==> src/hw/srr_pkg.sv <==
// Constants for the sensor result and event register bank
// Function
// - Event status holds command-done in bit 5, proximity flags in bits 4..2, light field in 1:0.
// - The alert pin is high while any status flag is set together with its enable bit.
// - With clear policy 0 a flag stays set until the host writes a one to its bit.
// - With clear policy 1 the sequencer clears all flags except proximity channels in mode 11.
// - The visible light result has its low byte at 0x22 and its high byte at 0x23.
// - The infrared light result has its low byte at 0x24 and its high byte at 0x25.
// - The first proximity result has its low byte at 0x26 and its high byte at 0x27.
// - The second proximity result has its low byte at 0x28.
// - All result bytes and the event status register reset to zero.
// - The second proximity result has its high byte at 0x29.
package srr_pkg;

    // Register offsets
    localparam logic [7:0] SRR_EVT_STATUS_OFS = 8'h21;
    localparam logic [7:0] SRR_VIS_LOW_OFS    = 8'h22;
    localparam logic [7:0] SRR_VIS_HIGH_OFS   = 8'h23;
    localparam logic [7:0] SRR_IR_LOW_OFS     = 8'h24;
    localparam logic [7:0] SRR_IR_HIGH_OFS    = 8'h25;
    localparam logic [7:0] SRR_PROX1_LOW_OFS  = 8'h26;
    localparam logic [7:0] SRR_PROX1_HIGH_OFS = 8'h27;
    localparam logic [7:0] SRR_PROX2_LOW_OFS  = 8'h28;
    localparam logic [7:0] SRR_PROX2_HIGH_OFS = 8'h29;

    // Result channel order in the result array
    localparam int SRR_CH_VIS   = 0;
    localparam int SRR_CH_IR    = 1;
    localparam int SRR_CH_PROX1 = 2;
    localparam int SRR_CH_PROX2 = 3;
    localparam int SRR_NUM_RES  = 4;

    // Event status field layout
    localparam int SRR_CMD_BIT       = 5;
    localparam int SRR_PROX3_BIT     = 4;
    localparam int SRR_PROX2_BIT     = 3;
    localparam int SRR_PROX1_BIT     = 2;
    localparam int SRR_LIGHT_MSB     = 1;
    localparam int SRR_LIGHT_LSB     = 0;
    localparam int SRR_NUM_PROX      = 3;
    localparam int SRR_EVT_BITS      = 6;

    // Writable status bits; bits 7:6 reserved
    localparam logic [7:0] SRR_EVT_MASK = 8'h3F;

    // Proximity alert mode that survives automatic clearing
    localparam logic [1:0] SRR_PROX_MODE_KEEP = 2'h3;

    // Reset values
    localparam logic [7:0]  SRR_EVT_RESET = 8'h00;
    localparam logic [15:0] SRR_RES_RESET = 16'h0000;
    localparam logic [7:0]  SRR_RD_IDLE   = 8'h00;

endpackage

==> src/hw/srr_regs.sv <==
// Event status and measurement result register bank
`timescale 1ns/10ps

module srr_regs
    import srr_pkg::*;
#(
    parameter int RES_W = 16
) (
    // Clock and reset
    input  wire logic                          clock_i,
    input  wire logic                          sys_rst_i,
    // Internal register port behind the serial interface
    input  wire logic [7:0]                    reg_addr_i,
    input  wire logic                          reg_wr_i,
    input  wire logic [7:0]                    reg_wdata_i,
    input  wire logic                          reg_rd_i,
    output logic      [7:0]                    reg_rdata_o,
    output logic                               reg_rvalid_o,
    // Sequencer events and results
    input  wire logic [SRR_EVT_BITS-1:0]       evt_set_i,
    input  wire logic                          seq_autoclr_i,
    input  wire logic [SRR_NUM_RES-1:0]        res_load_i,
    input  wire logic [SRR_NUM_RES-1:0][15:0]  res_data_i,
    // Configuration held outside this bank
    input  wire logic                          clear_policy_i,
    input  wire logic [SRR_NUM_PROX-1:0][1:0]  prox_alert_mode_i,
    input  wire logic [7:0]                    evt_enable_i,
    // Host alert pin
    output logic                               alert_o,
    // Status view
    output logic      [7:0]                    evt_status_o
);

    initial begin
        if (RES_W != 16) begin
            $error("srr_regs: results are two bytes wide");
        end
    end

    logic [7:0]  evt_q;
    logic [7:0]  evt_d;
    logic        alert_q;
    logic        alert_d;
    logic [7:0]  rdata_q;
    logic [7:0]  rdata_d;
    logic        rvalid_q;
    logic        rvalid_d;
    logic [SRR_NUM_RES-1:0][15:0] res_q;
    logic [SRR_NUM_RES-1:0][15:0] res_d;
    logic        wr_evt;
    logic [7:0]  keep_mask;
    logic [7:0]  set_vec;

    assign wr_evt  = reg_wr_i && (reg_addr_i == SRR_EVT_STATUS_OFS);
    assign set_vec = {2'b00, evt_set_i} & SRR_EVT_MASK;

    // Channels in mode 11 keep their flag through automatic clearing
    always_comb begin
        keep_mask = SRR_EVT_RESET;
        keep_mask[SRR_PROX1_BIT] = (prox_alert_mode_i[0] == SRR_PROX_MODE_KEEP);
        keep_mask[SRR_PROX2_BIT] = (prox_alert_mode_i[1] == SRR_PROX_MODE_KEEP);
        keep_mask[SRR_PROX3_BIT] = (prox_alert_mode_i[2] == SRR_PROX_MODE_KEEP);
    end

    // Event status: clears first, then sets, so a new event is never lost
    always_comb begin
        evt_d = evt_q;
        if (!clear_policy_i && wr_evt) begin
            evt_d = evt_d & ~(reg_wdata_i & SRR_EVT_MASK);
        end
        if (clear_policy_i && seq_autoclr_i) begin
            evt_d = evt_d & keep_mask;
        end
        evt_d = (evt_d | set_vec) & SRR_EVT_MASK;
    end

    // Alert follows pending enabled events
    always_comb begin
        alert_d = |(evt_d & evt_enable_i & SRR_EVT_MASK);
    end

    always_ff @(posedge clock_i) begin
        if (sys_rst_i) begin
            evt_q   <= SRR_EVT_RESET;
            alert_q <= 1'b0;
        end else begin
            evt_q   <= evt_d;
            alert_q <= alert_d;
        end
    end

    // Result words; a sequencer load overwrites unread data and beats a host write
    genvar ch;
    generate
        for (ch = 0; ch < SRR_NUM_RES; ch++) begin : g_res
            logic [7:0] lo_ofs;
            logic [7:0] hi_ofs;
            assign lo_ofs = SRR_VIS_LOW_OFS + 8'(2 * ch);
            assign hi_ofs = SRR_VIS_HIGH_OFS + 8'(2 * ch);

            always_comb begin
                res_d[ch] = res_q[ch];
                if (res_load_i[ch]) begin
                    res_d[ch] = res_data_i[ch];
                end else if (reg_wr_i && (reg_addr_i == lo_ofs)) begin
                    res_d[ch][7:0] = reg_wdata_i;
                end else if (reg_wr_i && (reg_addr_i == hi_ofs)) begin
                    res_d[ch][15:8] = reg_wdata_i;
                end
            end

            always_ff @(posedge clock_i) begin
                if (sys_rst_i) begin
                    res_q[ch] <= SRR_RES_RESET;
                end else begin
                    res_q[ch] <= res_d[ch];
                end
            end
        end
    endgenerate

    // Read path, one cycle latency; unmapped offsets read zero
    always_comb begin
        rvalid_d = reg_rd_i;
        rdata_d  = rdata_q;
        if (reg_rd_i) begin
            if (reg_addr_i == SRR_EVT_STATUS_OFS) begin
                rdata_d = evt_q & SRR_EVT_MASK;
            end else if (reg_addr_i == SRR_VIS_LOW_OFS) begin
                rdata_d = res_q[SRR_CH_VIS][7:0];
            end else if (reg_addr_i == SRR_VIS_HIGH_OFS) begin
                rdata_d = res_q[SRR_CH_VIS][15:8];
            end else if (reg_addr_i == SRR_IR_LOW_OFS) begin
                rdata_d = res_q[SRR_CH_IR][7:0];
            end else if (reg_addr_i == SRR_IR_HIGH_OFS) begin
                rdata_d = res_q[SRR_CH_IR][15:8];
            end else if (reg_addr_i == SRR_PROX1_LOW_OFS) begin
                rdata_d = res_q[SRR_CH_PROX1][7:0];
            end else if (reg_addr_i == SRR_PROX1_HIGH_OFS) begin
                rdata_d = res_q[SRR_CH_PROX1][15:8];
            end else if (reg_addr_i == SRR_PROX2_LOW_OFS) begin
                rdata_d = res_q[SRR_CH_PROX2][7:0];
            end else if (reg_addr_i == SRR_PROX2_HIGH_OFS) begin
                rdata_d = res_q[SRR_CH_PROX2][15:8];
            end else begin
                rdata_d = SRR_RD_IDLE;
            end
        end
    end

    always_ff @(posedge clock_i) begin
        if (sys_rst_i) begin
            rdata_q  <= SRR_RD_IDLE;
            rvalid_q <= 1'b0;
        end else begin
            rdata_q  <= rdata_d;
            rvalid_q <= rvalid_d;
        end
    end

    assign reg_rdata_o  = rdata_q;
    assign reg_rvalid_o = rvalid_q;
    assign alert_o      = alert_q;
    assign evt_status_o = evt_q;

endmodule

==> config.mk <==
export PLATFORM = sky130hd
export DESIGN_NAME = srr_regs
export DESIGN_NICKNAME = d
export VERILOG_FILES = /design/src/hw/srr_pkg.sv /design/src/hw/srr_regs.sv
export SDC_FILE = /design/constraint.sdc
export NUM_CORES = 1
export LEC_CHECK = 0
export ABC_AREA = 1
export BUFFER_PORTS_ARGS = -buffer_cell sky130_fd_sc_hd__clkbuf_2
export CAP_MARGIN = 20
export CORE_MARGIN = 2
export CORE_UTILIZATION = 52
export CTS_CLUSTER_DIAMETER = 120
export DETAILED_ROUTE_END_ITERATION = 8
export MAX_ROUTING_LAYER = met4
export PLACE_DENSITY = 0.81
export SYNTH_ARGS = -nofsm -noshare
export SYNTH_HDL_FRONTEND = slang
export SYNTH_SLANG_ARGS = --single-unit
==> constraint.sdc <==
create_clock -name clock_i -period 1.5 [get_ports clock_i]
set_clock_uncertainty 0.15 [all_clocks]
set_input_delay 0.075 -clock clock_i [delete_from_list [all_inputs] [get_ports clock_i]]
set_output_delay 0.075 -clock clock_i [all_outputs]
set_load 0.01 [all_outputs]
==> Word level (Yosys, flattened, before mapping) <==
Index checks and enable logic that the tools add are counted.
{ "word_totals": {"reg_bits": 80, "out_inout_bits": 18, "elab_cells": 85} }
{ "classes": {"n_eq_ne": 16, "n_mux": 27, "bitwise_logic": 5, "reduce_logical": 25} }
{ "op_table": {"columns": ["cell", "n"], "rows": [
  ["2-to-1 mux 8 bit", 21],
  ["== test 8 x 6 -> 1 bit (second input constant)", 9],
  ["2-to-1 mux 16 bit", 4],
  ["nonzero test 2 bit", 8],
  ["bitwise AND 6 bit", 2],
  ["2-to-1 mux 6 bit", 2],
  ["logical AND 1 bit", 11],
  ["inequality test 2 bit (second input constant)", 4],
  ["AND reduction 2 bit", 4],
  ["bitwise AND 6 x 5 -> 6 bit", 1],
  ["== test 2 bit (second input constant)", 3],
  ["inverter 6 bit", 1],
  ["OR 6 bit", 1],
  ["OR reduction 6 bit", 1],
  ["zero test 1 bit", 1]
]} }

==> Logic depth before layout (Yosys ltp) <==
{ "depth": {"word_depth": 10, "depth_mapped": 12, "mapped_depth_nobuf": 11} }

==> Worst setup path before layout <==
No wires, ideal clock.
{ "synth_timing": {"kind": "input to register", "start": "input reg_addr_i[5]", "end": "register rdata_q[5], in the netlist reg_rdata_o[5]", "setup_ps": 117, "t_arrival_ps": 1055, "slack_ps": 178, "cell_stages": 12, "path_cell_list": "inv_1 -> nor2_2 -> nand2_4 -> inv_2 -> buf_6 -> buf_6 -> nand3_1 -> nand3_1 -> nor2_1 -> nand4_1 -> nor3_1 -> nor2_1"} }
{ "synth_between": {"elab_chain_len": 10, "elab_cells_between_ends": 18, "cone_classes": "eq/ne: 9; mux: 9"} }
{ "synth_lines": {"columns": ["element", "line_no", "text"], "rows": [
  ["start: declaration", "srr_regs.sv:13", "input wire logic [7:0] reg_addr_i,"],
  ["== test 8 x 6 -> 1 bit", "srr_regs.sv:143", "end else if (reg_addr_i == SRR_PROX2_HIGH_OFS) begin"],
  ["2-to-1 mux 8 bit", "srr_regs.sv:143", null],
  ["2-to-1 mux 8 bit", "srr_regs.sv:141", "end else if (reg_addr_i == SRR_PROX2_LOW_OFS) begin"],
  ["2-to-1 mux 8 bit", "srr_regs.sv:139", "end else if (reg_addr_i == SRR_PROX1_HIGH_OFS) begin"],
  ["2-to-1 mux 8 bit", "srr_regs.sv:137", "end else if (reg_addr_i == SRR_PROX1_LOW_OFS) begin"],
  ["2-to-1 mux 8 bit", "srr_regs.sv:135", "end else if (reg_addr_i == SRR_IR_HIGH_OFS) begin"],
  ["2-to-1 mux 8 bit", "srr_regs.sv:133", "end else if (reg_addr_i == SRR_IR_LOW_OFS) begin"],
  ["2-to-1 mux 8 bit", "srr_regs.sv:131", "end else if (reg_addr_i == SRR_VIS_HIGH_OFS) begin"],
  ["2-to-1 mux 8 bit", "srr_regs.sv:129", "end else if (reg_addr_i == SRR_VIS_LOW_OFS) begin"],
  ["2-to-1 mux 8 bit (*)", "srr_regs.sv:127", "if (reg_addr_i == SRR_EVT_STATUS_OFS) begin"],
  ["end signal: assignment", "srr_regs.sv:156", "rdata_q <= rdata_d;"],
  ["end: declaration", "srr_regs.sv:44", "logic [7:0] rdata_q;"]
]} }
Mark *: on every way between the ends. The rest lies on a longest branch, timed or not.
A chain may end at the register's enable or synchronous reset.

==> Worst setup path in the final report <==
{ "layout_timing": {"start": "input reg_wdata_i[2]", "end": "register res_q[42] (netlist bit)"} }
{ "layout_between": {"elab_chain_len": 3} }
{ "layout_lines": {"columns": ["element", "line_no", "text"], "rows": [
  ["start: declaration", "srr_regs.sv:15", "input wire logic [7:0] reg_wdata_i,"],
  ["2-to-1 mux 8 bit", "srr_regs.sv:107", "end else if (reg_wr_i && (reg_addr_i == hi_ofs)) begin"],
  ["2-to-1 mux 8 bit", "srr_regs.sv:105", "end else if (reg_wr_i && (reg_addr_i == lo_ofs)) begin"],
  ["2-to-1 mux 16 bit", "srr_regs.sv:103", "if (res_load_i[ch]) begin"],
  ["end signal: indexed assignment", "srr_regs.sv:116", "res_q[ch] <= res_d[ch];"],
  ["end: declaration", "srr_regs.sv:48", "logic [SRR_NUM_RES-1:0][15:0] res_q;"]
]} }
Every way passes these cells. The select of a mux whose other input is x is not followed.

==> results.yml <==
place:
  routabilityCongestion: 0.936
  place_area_mm2: 0.00507
  portBuffers: 123
  dp_hpwl_mm: 10.3
worst_setup_path:
  cp-startpoint: "reg_wdata_i[2]"
  cp.required_ns: 1.58
  worst_setup_path_start_kind: "primary input"
  r2r_cells: 7
  path_max_fanout: 4
  reg2reg_slack_ns: 0.21
  critPathKind: "primary input to register"
  worstPathArrival_ns: 1.45
  cp-end-kind: "register"
  critPathCapture: "res_q[42]"
  r2r_end: "alert_o"
  r2r-start: "evt_status_o[4]"
synth:
  synth_flop_cell: "dfxtp_1"
  ys.warnings.count: 0
  synth_seq_cells: 80
  avgSynthCellArea_um2: 6.71
  synth_area_mm2: 0.00423
  synth_area_leaders: "dfxtp_1, nand2_1, a21oi_1, nor2_1, inv_1"
  syn_inst: 630
  ys_seq_area_share_pct: 37.9
  ys_types: 29
  netlist.top_cell.by_area: "dfxtp_1"
  synth_top_area_share_pct: 37.9
  synthArstFlopShare_pct: 0
  synth-edff-count: 0
  yosysMostFrequentCell: "nand2_1"
  synth_common_cells: "nand2_1, a21oi_1, dfxtp_1"
global_route:
  grt_pass1_vias: 5191
  antenna_found_initial: 0
  grt_pass1_wl_mm: 24.5
  track_usage_pct: 36.5
  grt_overflow: 0
  grt_max_degree: 59
route:
  drc_errors: 0
  wl_per_cell_um: 16.5
  via_count: 5420
  drt_first_pass_iters: 6
  met2_wirelength_mm: 7.47
  route.met3.wl_mm: 1.61
  drt-initial-drc-count: 488
  via_per_inst: 5.66
  wl_mm: 15.8
  ant_nets: 0
  m1WireLength_mm: 6.17
  highest_layer: "met4"
timing:
  whs_ns: 0.0144
  min_period_over_period_pct: 91.1
  final_max_slew_viol_count: 0
  min_period_ns: 1.37
  finalHoldViolations: 0
  setup_viol: 0
  grt_setup_unrepaired: "false"
  max_freq_mhz: 732
  slew_headroom_pct: 59.1
  worst_pin_slew_ns: 0.613
clock_network:
  cts_made_buffers: 9
  postCtsSetupBuffers: 0
  clk_latency_ns: 0.35
  tritoncts: "done"
  htreeDepth: 3
  cts_buffer_depth: 2
  numClockSinks: 80
  root_buffer: "clkbuf_8"
  clkTransAtPathRegs_ns: 0.08
floorplan:
  fp.dieH_um: 94.2
  num_io_pins: 128
  row_count: 32
  core_mm2: 0.00781
  die_x_um: 94.2
  initial_core_util_pct: 54.2
  die_area_mm2: 0.00887
power_and_ir_drop:
  clkPwrFrac_pct: 35.9
  switchingPower_mw: 1.38
  p_seq_share_pct: 45.8
  p_leak_nw: 2.85
  power_density_mw_per_mm2: 821
  swShare_pct: 27.1
  power_frac_comb_pct: 18.3
  p_int_mw: 3.71
  total_power_mw: 5.09
  ir_drop_uv: 614
outcome:
  status: "completed"
cells_and_area:
  final_nets: 961
  postLayoutCoreUtil_pct: 79.5
  synthToLayoutAreaGrowth_pct: 46.6
  n_antenna_cell: 0
  drive_gt1_share_pct: 22.9
  final_area_mm2: 0.00620
min_path:
  hold_class: "primary input to register"
flow_run:
  cap_violations: 0
==> worst min path at each step <==
stage / slack, ns / start / cells after the start / to
floorplan: 0.08 / evt_set_i[0] / 2 / evt_status_o[0]
global placement: 0.17 / evt_set_i[5] / 3 / evt_status_o[5]
detailed placement: 0.18 / evt_set_i[4] / 3 / evt_status_o[4]
CTS: 0.003 / prox_alert_mode_i[4] / 5 / evt_status_o[4]
global route: 0.05 / prox_alert_mode_i[4] / 5 / evt_status_o[4]
finish: 0.01 / res_load_i[2] / 3 / res_q[39]
==> metrics by stage <==
stage                     setup slack [ns]  instances  TNS, ns
final                                0.133        958        0
after global routing                0.0584        958        0
after CTS                            0.160        958        0
after detailed placement           -0.0914        852    -1.64
after global placement             -0.0408        852   -0.144
after floorplan                      0.178        631        0
==> area by class of cell <==
| cell class | instances | area, um^2 |
|---|---|---|
| clock buffer | 11 | 151 |
| tap | 102 | 128 |
| multi-input combinational | 460 | 2250 |
| clock inverter | 5 | 78.8 |
| inverter | 62 | 236 |
| sequential | 80 | 1600 |
| fill | 545 | 1600 |
| timing repair buffer | 238 | 1750 |
==> sequential cells by signal (all words and copies together), names as in the netlist <==
name,cells
reg_rvalid_o,1
evt_status_o,6
res_q,64
reg_rdata_o,8
alert_o,1
==> placed cells by master (no fill, tap or decap), types with 2 or more instances in the layout <==
cell	count
nand2_1	154
clkbuf_2	123
dlygate4sd3_1	90
a21oi_1	82
dfxtp_1	80
nor2_1	72
inv_1	56
nand3_1	37
o21ai_0	23
a31oi_1	23
buf_4	21
a22oi_1	14
nand4_1	13
clkbuf_8	11
a32oi_1	8
nand2_4	5
nor3_1	5
nor2_2	4
inv_2	4
nand2_2	4
a21oi_2	4
buf_12	4
nor2_4	3
nor3_4	3
nor3_2	3
clkinv_2	3
conb_1	2
bufinv_16	2
==> cells by family (layout without fill, tap and decap cells) <==
group           after synthesis  in the layout  synth area share [%]
buf+inv                      91            316                  8.96
flops                        80             80                  37.9
compound gates              155            155                  21.0
other cells                   1              2                0.0886
simple gates                303            303                  32.1
==> per-layer routing <==
| layer | GRT usage [%] | vias up |
|---|---|---|
| li1 | - | 2543 |
| met1 | 43.0 | 2448 |
| met2 | 62.0 | 376 |
| met3 | 7.38 | 53 |
| met4 | 12.7 | 0 |
| met5 | - | - |
==> power groups by stage <==
stage	combinational (mW)	sequential, mW	clock, mW
after floorplan	0.398	2.35	0
after global placement	0.685	2.37	0
after detailed placement	0.703	2.37	0
after CTS	0.893	2.32	1.83
after global routing	1.01	2.34	1.91
final	0.931	2.33	1.83
==> critical path, stage by stage <==
cell and delay, ns:
dlygate4sd3_1 0.54, clkbuf_2 0.11, inv_1 0.26, nor2_1 0.11
a22oi_1 0.24, a21oi_1 0.10
==> what timing repair did <==
action | CTS | global route
setup endpoints to repair | 0 | 0
endpoints found under the hold margin | 74 | 0
hold buffers | 90 | 0
gates resized for setup | 0 | 0
No activity file was read; power rests on OpenSTA's default activity.
